### src/ecdh_pkg.sv
/*
 * constants shared by the encoder / hall front end.
 * assumes nothing beyond a systemverilog package scope.
 */
package ecdh_pkg;
	localparam int CNT_W = 24;
	localparam int LATCH_W = 32;
	localparam int TMR_W = 16;
	localparam int FRAC_NEW = 8;
	localparam int FRAC_OLD = 9;
	localparam logic [3:0] DEC_X4_UP = 4'h3;
	localparam logic [3:0] DEC_X4_DN = 4'h7;
	localparam logic [3:0] DEC_X6_UP = 4'hB;
	localparam logic [3:0] DEC_X6_DN = 4'hF;
	localparam int DEMUX_BIT = 1;
	localparam logic [1:0] DEMUX_DEFAULT = 2'h0;
	localparam logic [TMR_W-1:0] TMR_MAX = 16'hFFFF;
	localparam logic [7:0] FRAC_MAX = 8'hFF;
	localparam logic [2:0] HALL_ALL_LO = 3'h0;
	localparam logic [2:0] HALL_ALL_HI = 3'h7;
	localparam logic [2:0] HALL_BAD_IDX = 3'h7;
	localparam int IN_W = 8;
endpackage

### src/ecdh_channel.sv
/*
 * one encoder / hall channel: decode, counter, phase and servo captures, hall status.
 * assumes pins and the phase / servo clocks arrive asynchronously to clk_sys.
 */
// Summary of operation
// - setting 3 or 7 counts four per cycle; the two differ in direction
// - phase clock falling edge copies counter into commutation latch
// - servo clock falling edge copies counter into loop latch
// - newer style loop latch holds 1/T extended count, 1/256 scale
// - older style offers edge interval timer beside loop latch, 1/512 scale
// - serial interface disabled makes the count readable in serial word A
// - 120 degree format flags all-high and all-low as invalid
// - 60 degree format accepts all-high and all-low as valid
// - demux select bit 1 clear shows U, V, W flags directly
// - demux select bit 1 set fills hall bits from C keyed by A, B
// - halls on A, B, C are counted edge by edge
// - setting 11 or 15 counts six per hall cycle; the two differ in direction
// - U, V, W states latched unprocessed into three hall status bits while demux select bit 1 is clear
`timescale 1ns/100ps
module ecdh_channel (
	// clock and reset
	input wire logic clk_sys,
	input wire logic resetn,
	// sensor pins
	input wire logic encA,
	input wire logic encB,
	input wire logic encC,
	input wire logic hallU,
	input wire logic hallV,
	input wire logic hallW,
	// system clocks sampled as levels
	input wire logic phaseClk,
	input wire logic servoClk,
	// setup
	input wire logic [3:0] decodeControl,
	input wire logic [1:0] hallDemuxSelect,
	input wire logic newStyle,
	input wire logic hallFormat60,
	input wire logic serialIfDisable,
	// readable state
	output logic [31:0] commutationPositionLatch_q,
	output logic [31:0] loopPositionLatch_q,
	output logic [15:0] edgeIntervalTimer_q,
	output logic [31:0] serialWordA_q,
	output logic [2:0] hallStateBits_q,
	output logic hallInvalid_q,
	output logic countError_q
);
	wire logic [ecdh_pkg::IN_W-1:0] filt;
	logic [ecdh_pkg::CNT_W-1:0] count_q, count_d;
	logic [1:0] abPrev_q;
	logic [2:0] hallIdxPrev_q;
	logic phasePrev_q, servoPrev_q;
	logic [ecdh_pkg::TMR_W-1:0] sinceEdge_q, interval_q;
	logic [2:0] demux_q;

	ecdh_in_filter #(.W(ecdh_pkg::IN_W)) u_filt (
		.clk_sys(clk_sys),
		.resetn(resetn),
		.pinIn({encA, encB, encC, hallU, hallV, hallW, phaseClk, servoClk}),
		.filtOut(filt)
	);

	wire logic fA = filt[7];
	wire logic fB = filt[6];
	wire logic fC = filt[5];
	wire logic [2:0] hallPins = filt[4:2];
	wire logic phaseNow = filt[1];
	wire logic servoNow = filt[0];

	////////////////////////////////////////////////////////////////////////////
	// decode

	// position of an A,B,C hall state in the 120 degree sequence
	function automatic logic [2:0] hallIdx(input logic [2:0] s);
		case (s)
			3'h4: hallIdx = 3'h0;
			3'h6: hallIdx = 3'h1;
			3'h2: hallIdx = 3'h2;
			3'h3: hallIdx = 3'h3;
			3'h1: hallIdx = 3'h4;
			3'h5: hallIdx = 3'h5;
			default: hallIdx = ecdh_pkg::HALL_BAD_IDX;
		endcase
	endfunction

	function automatic logic [2:0] wrapInc(input logic [2:0] i);
		wrapInc = (i == 3'h5) ? 3'h0 : i + 3'h1;
	endfunction

	wire logic modeX4 = (decodeControl == ecdh_pkg::DEC_X4_UP) ||
		(decodeControl == ecdh_pkg::DEC_X4_DN);
	wire logic modeX6 = (decodeControl == ecdh_pkg::DEC_X6_UP) ||
		(decodeControl == ecdh_pkg::DEC_X6_DN);
	// bit 2 of the setting flips which motion counts up
	wire logic invDir = decodeControl[2];

	wire logic [1:0] abNow = {fA, fB};
	wire logic aChg = abNow[1] ^ abPrev_q[1];
	wire logic bChg = abNow[0] ^ abPrev_q[0];
	wire logic qStep = aChg ^ bChg;
	// forward when the a line leads the b line
	wire logic qFwd = aChg ? (abNow[1] != abNow[0]) : (abNow[1] == abNow[0]);
	wire logic [2:0] hIdx = hallIdx({fA, fB, fC});
	wire logic hValid = (hIdx != ecdh_pkg::HALL_BAD_IDX) &&
		(hallIdxPrev_q != ecdh_pkg::HALL_BAD_IDX);
	wire logic hStep = hValid && (hIdx != hallIdxPrev_q);
	wire logic hFwd = (hIdx == wrapInc(hallIdxPrev_q));

	wire logic stepEv = (modeX4 && qStep) || (modeX6 && hStep);
	wire logic stepUp = (modeX4 ? qFwd : hFwd) ^ invDir;

	always_comb begin
		count_d = count_q;
		if (stepEv) begin
			count_d = stepUp ? count_q + 1'b1 : count_q - 1'b1;
		end
	end

	always_ff @(posedge clk_sys or negedge resetn) begin
		if (!resetn) begin
			count_q <= '0;
			abPrev_q <= '0;
			hallIdxPrev_q <= ecdh_pkg::HALL_BAD_IDX;
			countError_q <= 1'b0;
		end else begin
			count_q <= count_d;
			abPrev_q <= abNow;
			hallIdxPrev_q <= hIdx;
			// sticky: a double transition is lost for good
			if (modeX4 && aChg && bChg) begin
				countError_q <= 1'b1;
			end
		end
	end

	////////////////////////////////////////////////////////////////////////////
	// 1/T timing

	wire logic sinceSat = (sinceEdge_q == ecdh_pkg::TMR_MAX);
	wire logic [23:0] fracWide = (interval_q == '0) ? 24'h0 :
		({sinceEdge_q, 8'h00} / {8'h00, interval_q});
	// limited to just under one count so the extension never crosses the next edge
	wire logic [7:0] frac = (fracWide > {16'h0000, ecdh_pkg::FRAC_MAX}) ?
		ecdh_pkg::FRAC_MAX : fracWide[7:0];

	always_ff @(posedge clk_sys or negedge resetn) begin
		if (!resetn) begin
			sinceEdge_q <= '0;
			interval_q <= '0;
		end else if (stepEv) begin
			sinceEdge_q <= '0;
			interval_q <= sinceSat ? sinceEdge_q : sinceEdge_q + 1'b1;
		end else if (!sinceSat) begin
			sinceEdge_q <= sinceEdge_q + 1'b1;
		end
	end

	////////////////////////////////////////////////////////////////////////////
	// captures

	wire logic phaseFall = phasePrev_q && !phaseNow;
	wire logic servoFall = servoPrev_q && !servoNow;
	wire logic [31:0] loopNew = {count_q, frac};
	wire logic [31:0] loopOld = {count_q[22:0], 9'h000};
	wire logic [31:0] loopVal = newStyle ? loopNew : loopOld;

	// latches only load on clock edges; no read path feeds back into them
	always_ff @(posedge clk_sys or negedge resetn) begin
		if (!resetn) begin
			phasePrev_q <= 1'b0;
			servoPrev_q <= 1'b0;
			commutationPositionLatch_q <= '0;
			loopPositionLatch_q <= '0;
			edgeIntervalTimer_q <= '0;
			serialWordA_q <= '0;
		end else begin
			phasePrev_q <= phaseNow;
			servoPrev_q <= servoNow;
			if (phaseFall) begin
				commutationPositionLatch_q <= {8'h00, count_q};
			end
			if (servoFall) begin
				loopPositionLatch_q <= loopVal;
				edgeIntervalTimer_q <= newStyle ? '0 : interval_q;
				serialWordA_q <= serialIfDisable ? loopVal : '0;
			end
		end
	end

	////////////////////////////////////////////////////////////////////////////
	// hall state

	wire logic demuxOn = hallDemuxSelect[ecdh_pkg::DEMUX_BIT];
	wire logic [2:0] hallSrc = demuxOn ? demux_q : hallPins;
	wire logic hallBad = !hallFormat60 && ((hallSrc == ecdh_pkg::HALL_ALL_LO) ||
		(hallSrc == ecdh_pkg::HALL_ALL_HI));

	always_ff @(posedge clk_sys or negedge resetn) begin
		if (!resetn) begin
			demux_q <= '0;
			hallStateBits_q <= '0;
			hallInvalid_q <= 1'b0;
		end else begin
			// the a,b pair picks the hall bit that c carries: 01 u, 10 v, 11 w
			case (abNow)
				2'h1: demux_q[2] <= fC;
				2'h2: demux_q[1] <= fC;
				2'h3: demux_q[0] <= fC;
				default: demux_q <= demux_q;
			endcase
			hallStateBits_q <= hallSrc;
			hallInvalid_q <= hallBad;
		end
	end
endmodule

### src/ecdh_in_filter.sv
/*
 * two-flop synchroniser followed by a three-sample two-of-three voter.
 * assumes asynchronous pin inputs; output is registered.
 */
`timescale 1ns/100ps
module ecdh_in_filter #(
	parameter int W = 8
) (
	// clock and reset
	input wire logic clk_sys,
	input wire logic resetn,
	// pins in, filtered out
	input wire logic [W-1:0] pinIn,
	output logic [W-1:0] filtOut
);
	logic [W-1:0] meta_q, sync_q, dly1_q, dly2_q;
	wire logic [W-1:0] vote_d;

	// a level change lasting a single sample is rejected as a spike
	assign vote_d = (sync_q & dly1_q) | (sync_q & dly2_q) | (dly1_q & dly2_q);

	always_ff @(posedge clk_sys or negedge resetn) begin
		if (!resetn) begin
			meta_q <= '0;
			sync_q <= '0;
			dly1_q <= '0;
			dly2_q <= '0;
			filtOut <= '0;
		end else begin
			meta_q <= pinIn;
			sync_q <= meta_q;
			dly1_q <= sync_q;
			dly2_q <= dly1_q;
			filtOut <= vote_d;
		end
	end
endmodule

### config.mk
export PLATFORM = sky130hd
export DESIGN_NAME = ecdh_channel
export DESIGN_NICKNAME = d
export VERILOG_FILES = /design/src/ecdh_pkg.sv /design/src/ecdh_channel.sv /design/src/ecdh_in_filter.sv
export SDC_FILE = /design/constraint.sdc
export NUM_CORES = 1
export LEC_CHECK = 0
export ABC_AREA = 1
export BUFFER_PORTS_ARGS = -buffer_cell sky130_fd_sc_hd__buf_2
export CORE_ASPECT_RATIO = 1.2
export CORE_MARGIN = 2
export CORE_UTILIZATION = 63
export CTS_CLUSTER_DIAMETER = 50
export DETAILED_ROUTE_END_ITERATION = 10
export PLACE_DENSITY = 0.82
export REMOVE_ABC_BUFFERS = 1
export SLEW_MARGIN = 25
export SYNTH_ARGS = -nofsm -noshare
export SYNTH_HDL_FRONTEND = slang
export SYNTH_SLANG_ARGS = --single-unit
### constraint.sdc
create_clock -name clk_sys -period 67 [get_ports clk_sys]
set_clock_uncertainty 0.2 [all_clocks]
set_input_delay 0 -clock clk_sys [delete_from_list [all_inputs] [get_ports clk_sys]]
set_output_delay 0 -clock clk_sys [all_outputs]
set_load 0.02 [all_outputs]
Word level (Yosys, flattened, before mapping)
Index checks and enable logic that the tools add are counted.

operators by class
  div/mod/pow operators = 1
  bitwise logic cells = 9
  reductions and logical operators = 18
  magnitude comparators = 1
  multiplexer cells = 13
  multiply operators = 0
  shift operators = 0
  equal/unequal tests = 22
  add/sub/neg operators = 4

operator list
  cell                                                             count
  2-to-1 mux 32 bit                                                2
  2-to-1 mux 16 bit                                                3
  2-to-1 mux 24 bit                                                2
  adder 24 x 1 -> 24 bit (second input constant)                   1
  bitwise AND 8 bit                                                3
  divider 24 x 16 -> 24 bit                                        1
  greater-than comparator 24 x 8 -> 1 bit (second input constant)  1
  subtractor 24 x 1 -> 24 bit (second input constant)              1
  one-hot mux 3 bit (6 select lines)                               1
  adder 16 x 1 -> 16 bit (second input constant)                   1
  equality test 16 bit (second input constant)                     1
  logical NOT 16 bit                                               1
  OR 8 bit                                                         2
  equality test 3 bit (second input constant)                      5
  logical AND 1 bit                                                9
  equality test 4 bit (second input constant)                      2
  2-to-1 mux 8 bit                                                 1
  equality test 3 x 2 -> 1 bit (second input constant)             2
  2-to-1 mux 3 bit                                                 2
  != test 3 bit (second input constant)                            2
  equality test 2 bit (second input constant)                      2
  equality test 4 x 2 -> 1 bit (second input constant)             1
  equality test 4 x 3 -> 1 bit (second input constant)             1
  logical OR 1 bit                                                 4
  11 further kinds                                                 17

storage, ports and cells
  word-level logic and storage cells = 90
  memory bits (read-only) = 0
  memories kept = 0
  memory bits (writable) = 0
  output and inout port bits = 117
  register bits after elaboration = 215
  bits in latches = 0

Depth between registers and ports, before layout
Gate-level depths: netlist of the first run.

  word-level depth = 8
  mapped depth = 391

By module
A second synthesis of the first run with hierarchy kept.

second synthesis, totals
  cell total of the unflattened synthesis = 3820
  area, all modules = 25989.9 um2

by module, submodules not included
  module          times used  sequential area each (um2)  area each (um2)  cells each
  ecdh_channel    1           4383.0                      24818.8          3748
  ecdh_in_filter  1           1001.0                      1171.1           72

Worst setup path before layout of the first run
Ideal clock, no wire load.

  path type = register to register
  start point = register interval_q[0] (netlist bit)
  end point = register serialWordA_q[0]
  setup time = 0.117 ns
  slack = 15.650 ns
  buffers on the path = 32
  stages on the path, launching flop included = 375
  data arrival time = 51.032 ns
  path through = dfrtp_1 clkbuf_1 clkinv_1 clkbuf_1 ha_1 nand2_1 clkinv_1 nand2_1 nor2_1 nand2_2 nor2_2 nor2_2 nor2_1 nand4_1 xor2_1 inv_1 ha_1 nand3_1 [339 not listed] nor2_1 nand3_2 inv_1 clkbuf_1 o21ai_0 ha_1 a21oi_1 nor2_1 a211oi_1 o211ai_1 a21oi_1 nand2_1 nor2_1 nand2_1 nor2_1 nand3_1 nand3_1 nand2_1

between the ends
  cells in the longest elaborated chain, start to end = 6
  elaborated cells on any way between the ends = 7

ends and longest elaborated chain
  item                                                             line                                      text
  start, declared                                                  ecdh_channel.sv:54                        logic [ecdh_pkg::TMR_W-1:0] sinceEdge_q, interval_q;
  start signal, assigned                                           ecdh_channel.sv:153                       interval_q <= sinceSat ? sinceEdge_q : sinceEdge_q + 1'b1;
  divider 24 x 16 -> 24 bit or logical NOT 16 bit (tied branches)  ecdh_channel.sv:142, ecdh_channel.sv:141
  2-to-1 mux 24 bit (*)                                            ecdh_channel.sv:141                       wire logic [23:0] fracWide = (interval_q == '0) ? 24'h0 :
  greater-than comparator 24 x 8 -> 1 bit                          ecdh_channel.sv:144                       wire logic [7:0] frac = (fracWide > {16'h0000, ecdh_pkg::FRAC_MAX}) ?
  2-to-1 mux 8 bit (*)                                             ecdh_channel.sv:144
  2-to-1 mux 32 bit (*)                                            ecdh_channel.sv:166                       wire logic [31:0] loopVal = newStyle ? loopNew : loopOld;
  2-to-1 mux 32 bit (*)                                            ecdh_channel.sv:186                       serialWordA_q <= serialIfDisable ? loopVal : '0;
  end signal, assigned                                             ecdh_channel.sv:186
  end, declared                                                    ecdh_channel.sv:44                        output logic [31:0] serialWordA_q,

Mark *: on every way between the ends. The rest lies on a longest branch, timed or not.
A chain may end at the register's enable or synchronous reset.

Final worst setup path of the first run
  start point = register sinceEdge_q[0] (netlist bit)
  end point = register serialWordA_q[0]

between the ends
  cells in the longest elaborated chain, start to end = 6

ends and longest elaborated chain
  item                                     line                 text
  start, declared                          ecdh_channel.sv:54
  start signal, assigned                   ecdh_channel.sv:155  sinceEdge_q <= sinceEdge_q + 1'b1;
  divider 24 x 16 -> 24 bit (*)            ecdh_channel.sv:142  ({sinceEdge_q, 8'h00} / {8'h00, interval_q});
  2-to-1 mux 24 bit (*)                    ecdh_channel.sv:141
  greater-than comparator 24 x 8 -> 1 bit  ecdh_channel.sv:144
  2-to-1 mux 8 bit (*)                     ecdh_channel.sv:144
  2-to-1 mux 32 bit (*)                    ecdh_channel.sv:166
  2-to-1 mux 32 bit (*)                    ecdh_channel.sv:186

Marked as above.

==> flow_summary.toml, run 1 <==
[outcome]
outcome = "finished, final reports clean"

[logic_synthesis]
synth_common_cells = "nand2_1 (941), inv_1 (415), o21ai_0 (355), a21oi_1 (288), ha_1 (286)"
ys.flop_type = "dfrtp_1"
yosysUniqueCellTypes = 66
async_reset_ff_share_pct = 100.0
syn_inst = 3782
yosys-top-cells-area = "dfrtp_1 (21%), ha_1 (14%), nand2_1 (14%)"
synth-edff-count = 0
synth_most_common_cell = "nand2_1"
yosys.area.top_type = "dfrtp_1"
ys_seq_elements = 215
ys_seq_area_share_pct = 21.35
yosys.area.top_type_share_pct = 21.03
synth_area_per_cell_um2 = 6.669
ys_warn_count = 0
syn_area_um2 = 25220

[routing]
routed_wirelength_mm = 67.71
vias = 25318
final_antenna_net_count = 0
first_pass_iters = 6
wl_per_cell_um = 15.27
drt_iter0_drc = 1583
drc = 0
viasPerCell = 5.711

[floorplan]
die-area_um2 = 41660
ioPinCount = 136
die_w_um = 186.7
die_y_um = 223.2
initial_core_util_pct = 63.63
core-area_um2 = 39640
rows = 80

[grt]
grt_max_degree = 138
grt_pass1_vias = 23542
grt-ovfl-total = 0
met3_usage_pct = 2.548
grt_usage_pct = 31.71
grt_first_pass_wirelength_mm = 111.2
globalRoute.busiestLayer = "met2"
use_met1_pct = 39.55
antenna_found_initial = 0
use_met2_pct = 56.07

[layout]
areaGrowthSynthToFinish_pct = 8.017
final_layout_size_suffix_gt1_share_pct = 8.923
diodes = 0
multiInputGateArea_um2 = 17730
fin_cells = 4433
nFillCells = 3481
regArea_um2 = 5384
post-route-util_pct = 68.73
layout.nets = 4193

[clocking]
htree_levels = 1
cts.sinks = 215
insertion_delay_ns = 0.52
clockRootBuffer = "clkbuf_16"
tritoncts = "built"
cts_buffer_depth = 3
numCtsBuffers = 22
clkSlewWorstSetupHoldPaths_ns = 0.07

[timing]
period_share_pct = 89.07
rsz0062_at_grt = "no"
fin_setup_tns_ns = 0
tightest_slew_ns = 0.9705
fmax_ghz = 0.01676
max-slew-margin-rel_pct = 35.23
timing.final.ws_setup_ns = 7.321
final_max_slew_viol_count = 0
hold_viol = 0
setup_viol_count_final = 0
period_needed_ns = 59.68

[setup_path]
crit_buf_inv = 48
cpPeakStageDelay_ns = 0.72
crit_path_frequent_cell = "a21oi_1"
end_kind = "register"
slowest_stage = "a2111oi_1"
cp-start-kind = "register"
criticalPathCategory = "reg -> reg"
cpLargestDelayFamily = "compound AO/OA/AOI/OAI gates"
worstPathMaxFanout = 27
arrival_ns = 59.88
required_ns = 67.20

[place]
placed_cells = 4368
routabilityCongestion = 0.9916
portBuffers = 126
place_ws_ns = 8.335
dp_hpwl_mm = 50.10

[flow_run]
max_cap_viol_count = 0

[hold_path]
worstHoldPathType = "in -> reg"
-- worst reg2reg max path, delay by kind of cell (launching register included) --
family / cells / cell delay, ns
flip-flops: 1 / 0.44
adder cells (fa/ha/maj): 25 / 8.55
AO/OA/AOI/OAI: 126 / 22.84
buffers and inverters: 48 / 7.45
AND/OR/NAND/NOR: 141 / 19.38
XOR/XNOR: 4 / 0.70
-- flip-flops by register name (all words and copies together), names as in the netlist, 2 cells and up --
name	cells
loopPositionLatch_q	32
serialWordA_q	32
commutationPositionLatch_q	24
count_q	24
edgeIntervalTimer_q	16
interval_q	16
sinceEdge_q	16
u_filt.dly1_q	8
u_filt.dly2_q	8
u_filt.filtOut	8
u_filt.meta_q	8
u_filt.sync_q	8
demux_q	3
hallIdxPrev_q	3
hallStateBits_q	3
abPrev_q	2
-- final cells by class --
class                           count  share of cell area, %
Inverter                          446                  6.154
Multi-Input combinational cell   3027                  65.09
Clock inverter                      9                 0.3950
Timing Repair Buffer              174                  4.000
Sequential cell                   215                  19.76
Clock buffer                       29                  2.154
Tap cell                          533                  2.448
-- kinds of logic after synthesis --
| logic type | synth area share [%] |
|---|---|
| and+or+nand+nor | 28.77 |
| DFF | 21.35 |
| AOI/OAI and AO/OA | 18.03 |
| xor gates and xnor gates | 8.681 |
| other | 0.01487 |
| adders and majority gates | 14.66 |
| buffers and inverters | 8.498 |
-- stage by stage --
stage / hold slack, ns / area (µm²)
CTS: 0.04258 / 27200
global placement: -0.09170 / 26260
detailed placement: -0.09069 / 26260
finish: 0.1361 / 27240
floorplan: -0.4956 / 24780
global route: 0.1540 / 27240
-- placed cells by master, fill, tap and decap left out, types with 8 or more instances in the layout --
cell type,netlist,routed
a211oi_1,11,11
a21o_1,20,20
a21oi_1,288,288
a221o_1,9,9
a31oi_1,15,15
buf_2,8,125
buf_4,9,20
clkbuf_16,0,22
conb_1,1,8
dfrtp_1,212,212
dlygate4sd3_1,0,26
ha_1,286,286
inv_1,415,412
inv_2,26,28
maj3_1,8,8
nand2_1,941,940
nand2_2,32,33
nand2_4,8,8
nand3_1,194,194
nand3_2,27,27
nand4_1,53,53
nor2_1,257,257
nor2_2,24,24
nor2_4,10,10
nor3_1,39,39
nor4_1,11,11
o211ai_1,13,13
o21ai_0,355,355
o21ai_1,36,36
o21bai_1,26,26
o31ai_1,25,25
or2_2,22,22
xnor2_1,108,107
xor2_1,142,142
-- routing by layer --
layer  routed length (µm)  vias to the layer above
met4                 3374                        0
met2                32750                      691
li1                     -                    12803
met5                    0                        -
met3                 3325                      196
met1                28260                    11628
-- worst paths after layout --
path / slack [ns] / startpoint / cells past startpoint / end
max in group asynchronous: 65.31 / resetn / 4 / u_filt.dly1_q[3]
worst min-delay path: 0.14 / decodeControl[2] / 7 / count_q[23]
worst min register to register: 0.15 / u_filt.meta_q[2] / 0 / u_filt.sync_q[2]
worst max-delay path: 7.32 / sinceEdge_q[0] / 344 / serialWordA_q[0]
min in group asynchronous: 0.28 / resetn / 3 / u_filt.meta_q[1]
worst max register to register: 7.32 / sinceEdge_q[0] / 344 / serialWordA_q[0]
-- what timing repair did --
item | 4_1_cts | 5_1_grt
hold buffers | 25 | 1
gates resized for setup | 0 | 0
endpoints found under the hold margin | 167 | 40
setup buffers | 0 | 0
Power of run 1 is not shown: default switching activity piles up to over one toggle a cycle in this logic, so the estimate is an artifact.
==> run 2: changes to the inputs <==
--- a/config.mk
+++ b/config.mk
@@ -7,12 +7,13 @@
 export LEC_CHECK = 0
 export ABC_AREA = 1
 export BUFFER_PORTS_ARGS = -buffer_cell sky130_fd_sc_hd__buf_2
-export CORE_ASPECT_RATIO = 1.2
+export CORE_ASPECT_RATIO = 0.8
 export CORE_MARGIN = 2
 export CORE_UTILIZATION = 63
 export CTS_CLUSTER_DIAMETER = 50
 export DETAILED_ROUTE_END_ITERATION = 10
-export PLACE_DENSITY = 0.82
+export GPL_TIMING_DRIVEN = 0
+export PLACE_DENSITY = 0.87
 export REMOVE_ABC_BUFFERS = 1
 export SLEW_MARGIN = 25
 export SYNTH_ARGS = -nofsm -noshare
==> run 2 against run 1 <==
- sequential share of layout area is essentially flat
- die area barely moved
- register-to-register slack worse by 0.96 ns
- via count is 0.85% higher
- count of clock-buffer cells in the layout increased by 2
- sequential cell count stayed put
- first-iteration DRC count rose by 65%
- critical path depth fell by 2
- maximum frequency shrank 1.6%
- worst hold slack worse by 0.044 ns
- largest cell class unchanged
==> flow_summary.toml, run 2 (same netlist as run 1, synthesis figures left out) <==
[timing]
hold_viol = 0
fmax_ghz = 0.01649
max-slew-margin-rel_pct = 25.61
tightest_slew_ns = 1.115
final_max_slew_viol_count = 0
rsz0062_at_grt = "no"
period_share_pct = 90.51
setup_viol_count_final = 0
timing.hold.ws_ns = 0.09163
fin_setup_tns_ns = 0
timing.final.ws_setup_ns = 6.360
period_needed_ns = 60.64

[setup_path]
end_kind = "register"
cpLargestDelayFamily = "compound AO/OA/AOI/OAI gates"
criticalPathCategory = "reg -> reg"
required_ns = 67.22
cp-start-kind = "register"
crit_path_frequent_cell = "a21oi_1"
crit_buf_inv = 46
arrival_ns = 60.86
slowest_stage = "inv_1"
worstPathMaxFanout = 27
cpPeakStageDelay_ns = 0.78

[grt]
globalRoute.busiestLayer = "met2"
grt_usage_pct = 31.47
use_met1_pct = 46.40
met3_usage_pct = 4.524
grt_first_pass_wirelength_mm = 111.2
antenna_found_initial = 0
grt_pass1_vias = 22828
grt_max_degree = 88
grt-ovfl-total = 0
use_met2_pct = 49.23

[routing]
first_pass_iters = 6
routed_wirelength_mm = 67.12
drt_iter0_drc = 2615
final_antenna_net_count = 0
vias = 25533
viasPerCell = 5.771
wl_per_cell_um = 15.17
drc = 0

[layout]
final_layout_size_suffix_gt1_share_pct = 8.873
areaGrowthSynthToFinish_pct = 8.166
final_cell_mix = "nand2_1 (939), inv_1 (407), o21ai_0 (355)"
layout.nets = 4180
nFillCells = 3277
reg_top3 = "loopPositionLatch_q (32), serialWordA_q (32)"
final_common_cell = "nand2_1"
diodes = 0

[floorplan]
ioPinCount = 136
die_w_um = 227.7
die-area_um2 = 41660
core-area_um2 = 39440
initial_core_util_pct = 63.94
rows = 65
die_y_um = 183.0

[place]
portBuffers = 126
place_ws_ns = 7.314
dp_hpwl_mm = 49.95
routabilityCongestion = 0.9714

[clocking]
clkSlewWorstSetupHoldPaths_ns = 0.06
cts.sinks = 215
tritoncts = "built"
insertion_delay_ns = 0.52
cts_buffer_depth = 3
numCtsBuffers = 22
clockRootBuffer = "clkbuf_16"
htree_levels = 1

[hold_path]
worstHoldPathType = "in -> reg"

[flow_run]
max_cap_viol_count = 0

[outcome]
outcome = "finished, final reports clean"
-- run 2: layer usage --
layer  up-vias  wire, µm
met4         0      1119
met2      1010     28280
met5         -         0
li1      12813         -
met3       100      6123
met1     11610     31600
-- run 2: worst reg2reg max path: cells and delay by family (launching register included) --
kind	cells	cell delay (ns)
buffers and inverters	46	7.46
AOI/OAI and AO/OA	128	24.42
DFF	1	0.39
adders and majority gates	24	8.10
and+or+nand+nor	140	19.08
xor gates and xnor gates	4	0.86
-- run 2: timing repair --
item	in CTS	in global routing
endpoints found under the hold margin	172	0
setup buffers	0	0
hold buffers	28	0
gates resized for setup	0	3
endpoints found under the setup margin	0	2
-- run 2: cell type report --
class,instances,area (µm²),share of cell area [%]
Clock buffer,31,614.3,2.252
Clock inverter,8,95.09,0.3486
Inverter,446,1683,6.169
Multi-Input combinational cell,3027,17750,65.07
Sequential cell,215,5384,19.73
Tap cell,536,670.6,2.458
Timing Repair Buffer,161,1082,3.967
-- run 2: path summary, 6_finish.rpt --
path                       cells past startpoint             start  slack, ns                 endpoint
max                                          342    interval_q[12]       6.36         serialWordA_q[0]
min                                            4   serialIfDisable       0.09         serialWordA_q[0]
max reg2reg                                  342    interval_q[12]       6.36         serialWordA_q[0]
min reg2reg                                    0  u_filt.meta_q[4]       0.15         u_filt.sync_q[4]
max in group asynchronous                      5            resetn      65.38  edgeIntervalTimer_q[15]
min in group asynchronous                      3            resetn       0.41         hallIdxPrev_q[2]
-- run 2: through the flow --
step / instance area (µm²) / util [%] / cells
final: 27280 / 69.16 / 4424
after global routing: 27280 / 69.16 / 4424
after CTS: 27270 / 69.14 / 4424
after detailed placement: 26260 / 66.59 / 4357
after global placement: 26080 / 66.12 / 4350
after floorplan: 24780 / - / 3688
Power of run 2 is left out for the same reason.
==> run 3: changes to the inputs <==
--- a/config.mk
+++ b/config.mk
@@ -5,7 +5,6 @@
 export SDC_FILE = /design/constraint.sdc
 export NUM_CORES = 1
 export LEC_CHECK = 0
-export ABC_AREA = 1
 export BUFFER_PORTS_ARGS = -buffer_cell sky130_fd_sc_hd__buf_2
 export CORE_ASPECT_RATIO = 0.8
 export CORE_MARGIN = 2
==> run 3 against run 2 <==
- design area up 12%
- via count up 10%
- global-route usage up 6.9 points
- utilization up 5.7 points
- setup slack worse by 4.3 ns
- area after synthesis up 3.3%
- first-iteration DRC count up 20%
- cell count down 7.7%
- maximum frequency down 6.7%
- die area up 3.2%
- critical endpoint unchanged
- largest cell class unchanged
==> flow_summary.toml, run 3 <==
[hold_path]
min_to = "u_filt.sync_q[0]"
worstHoldPathType = "reg -> reg"
hold_start = "u_filt.meta_q[0]"
whs_path_depth = 0

[floorplan]
ioPinCount = 136
die_y_um = 185.9
die_w_um = 231.3
die-area_um2 = 42990
core-area_um2 = 40710
initial_core_util_pct = 63.97
rows = 66

[clocking]
clockRootBuffer = "clkbuf_16"
tritoncts = "built"
cts.sinks = 215
cts_buffer_depth = 3
clkSlewWorstSetupHoldPaths_ns = 0.06
numCtsBuffers = 21
htree_levels = 1
insertion_delay_ns = 0.51

[logic_synthesis]
yosys.area_share.simple_pct = 21.33
syn_inst = 3269
ys_seq_elements = 215
synth_most_common_cell = "nand2_1"
synth_area_per_cell_um2 = 7.966
ys.flop_type = "dfrtp_1"
synth_top_family_by_area = "compound AO/OA/AOI/OAI gates"
yosys-top-cells-area = "dfrtp_1 (20%), ha_1 (14%), mux2_2 (5.1%)"
synth_xor_xnor_area_share_pct = 7.245
synthMuxAreaShare_pct = 7.236
synth-edff-count = 0
synth_compound_area_share_pct = 25.11
synth_common_cells = "nand2_1 (293), nor2_1 (288), ha_1 (286), a21oi_1 (239), o21ai_0 (223)"
ys_seq_area_share_pct = 20.67
yosys.area.top_type = "dfrtp_1"
async_reset_ff_share_pct = 100.0
synth-adder-area-share_pct = 14.24
yosys.area.top_type_share_pct = 20.37
yosysUniqueCellTypes = 111
ys_warn_count = 0
syn_area_um2 = 26040

[setup_path]
crit_buf_inv = 15
reg2reg_slack_ns = 2.04
arrival_ns = 65.15
cpLargestDelayFamily = "compound AO/OA/AOI/OAI gates"
crit_path_frequent_cell = "o21a_1"
cp-start-kind = "register"
cpPeakStageDelay_ns = 0.52
worst_r2r_path_depth = 352
slowest_stage = "or4_4"
rr_endpoint = "serialWordA_q[0]"
worstPathMaxFanout = 12
criticalPathCategory = "reg -> reg"
end_kind = "register"
required_ns = 67.19
rr_startpoint = "interval_q[0]"

[grt]
grt_usage_pct = 38.39
grt_max_degree = 78
antenna_found_initial = 0
grt-ovfl-total = 0
grt_first_pass_wirelength_mm = 135.3
grt_pass1_vias = 26152

[routing]
wl_per_cell_um = 21.67
routed_wirelength_mm = 88.46
viasPerCell = 6.883
first_pass_iters = 8
final_antenna_net_count = 0
drc = 0
drt_iter0_drc = 3139
vias = 28104

[layout]
final_common_cell = "nand2_1"
nFillCells = 2850
final_cell_mix = "nand2_1 (283), ha_1 (267), nor2_1 (264)"
reg_top3 = "loopPositionLatch_q (32), serialWordA_q (32)"
areaGrowthSynthToFinish_pct = 16.99
final_layout_size_suffix_gt1_share_pct = 20.74
diodes = 0
layout.nets = 3835
post-route-util_pct = 74.84

[timing]
tightest_slew_ns = 1.079
period_share_pct = 96.96
max-slew-margin-rel_pct = 27.98
final_max_slew_viol_count = 0
fmax_ghz = 0.01539
hold_viol = 0
fin_setup_tns_ns = 0
setup_viol_count_final = 0
period_needed_ns = 64.96

[outcome]
outcome = "finished, final reports clean"

[place]
routabilityCongestion = 0.9680
portBuffers = 126
dp_hpwl_mm = 59.77

[flow_run]
max_cap_viol_count = 0
## run 3: worst reg2reg max path, delay by kind of cell, from the launching register on
family | cells | cell delay, ns
AO/OA/AOI/OAI | 193 | 34.58
AND/OR/NAND/NOR | 101 | 15.08
adder cells (fa/ha/maj) | 25 | 7.67
multiplexers | 11 | 3.68
buffers and inverters | 15 | 1.94
XOR/XNOR | 7 | 1.24
flip-flops | 1 | 0.51
## run 3: final cells by class
| cell class | count | area [µm²] | area share, % |
|---|---|---|---|
| Clock buffer | 28 | 581.8 | 1.910 |
| Clock inverter | 6 | 45.04 | 0.1478 |
| Inverter | 130 | 514.2 | 1.688 |
| Multi-Input combinational cell | 2809 | 20760 | 68.14 |
| Sequential cell | 215 | 5390 | 17.69 |
| Tap cell | 544 | 680.7 | 2.234 |
| Timing Repair Buffer | 350 | 2484 | 8.152 |
| Timing Repair inverter | 1 | 11.26 | 0.03696 |
## run 3: repair_timing
action | 4_1_cts | 5_1_grt
pin swaps | 31 | 94
hold buffers | 30 | 1
hold endpoints to repair | 240 | 7
setup buffers | 57 | 118
setup endpoints to repair | 8 | 6
gates resized for setup | 109 | 167
cloned | 3 | 4
## run 3: layer usage
metal  global-route usage, %  vias up  wire, µm
met5                       0        -         0
met4                   13.81        0      3757
met3                   7.445      399      9953
met2                   62.28     1811     39740
met1                   51.02    13355     35000
li1                        -    12539         -
## run 3: worst max-delay path by stage
stage | from | to | slack (ns) | depth (start not counted)
floorplan | interval_q[0] | serialWordA_q[0] | -1.74 | 353
global placement | interval_q[0] | serialWordA_q[0] | -16.76 | 342
detailed placement | interval_q[0] | serialWordA_q[0] | -14.10 | 357
CTS | interval_q[0] | serialWordA_q[0] | 0.01 | 362
global route | interval_q[0] | loopPositionLatch_q[0] | -0.73 | 364
finish | interval_q[0] | serialWordA_q[0] | 2.04 | 352
## run 3: cells by family after synthesis
group | after synthesis
other | 1
buffers and inverters | 256
XOR/XNOR | 209
multiplexers | 173
adder cells (fa/ha/maj) | 297
AND/OR/NAND/NOR | 1126
AO/OA/AOI/OAI | 992
flip-flops | 215
## run 3: metrics by stage
| step | cell area, µm² | hold WS, ns | std cells | setup slack [ns] |
|---|---|---|---|---|
| 2_1_floorplan | 25470 | -0.4956 | 3150 | -1.743 |
| 3_3_place_gp | 26790 | -0.09148 | 3820 | -16.76 |
| 3_5_place_dp | 27040 | -0.2049 | 3836 | -14.10 |
| 4_1_cts | 28850 | 0.1434 | 3960 | 0.01322 |
| 5_1_grt | 30470 | 0.1602 | 4083 | -0.7306 |
| 6_report | 30470 | 0.1502 | 4083 | 2.038 |
Power of run 3 is left out for the same reason.
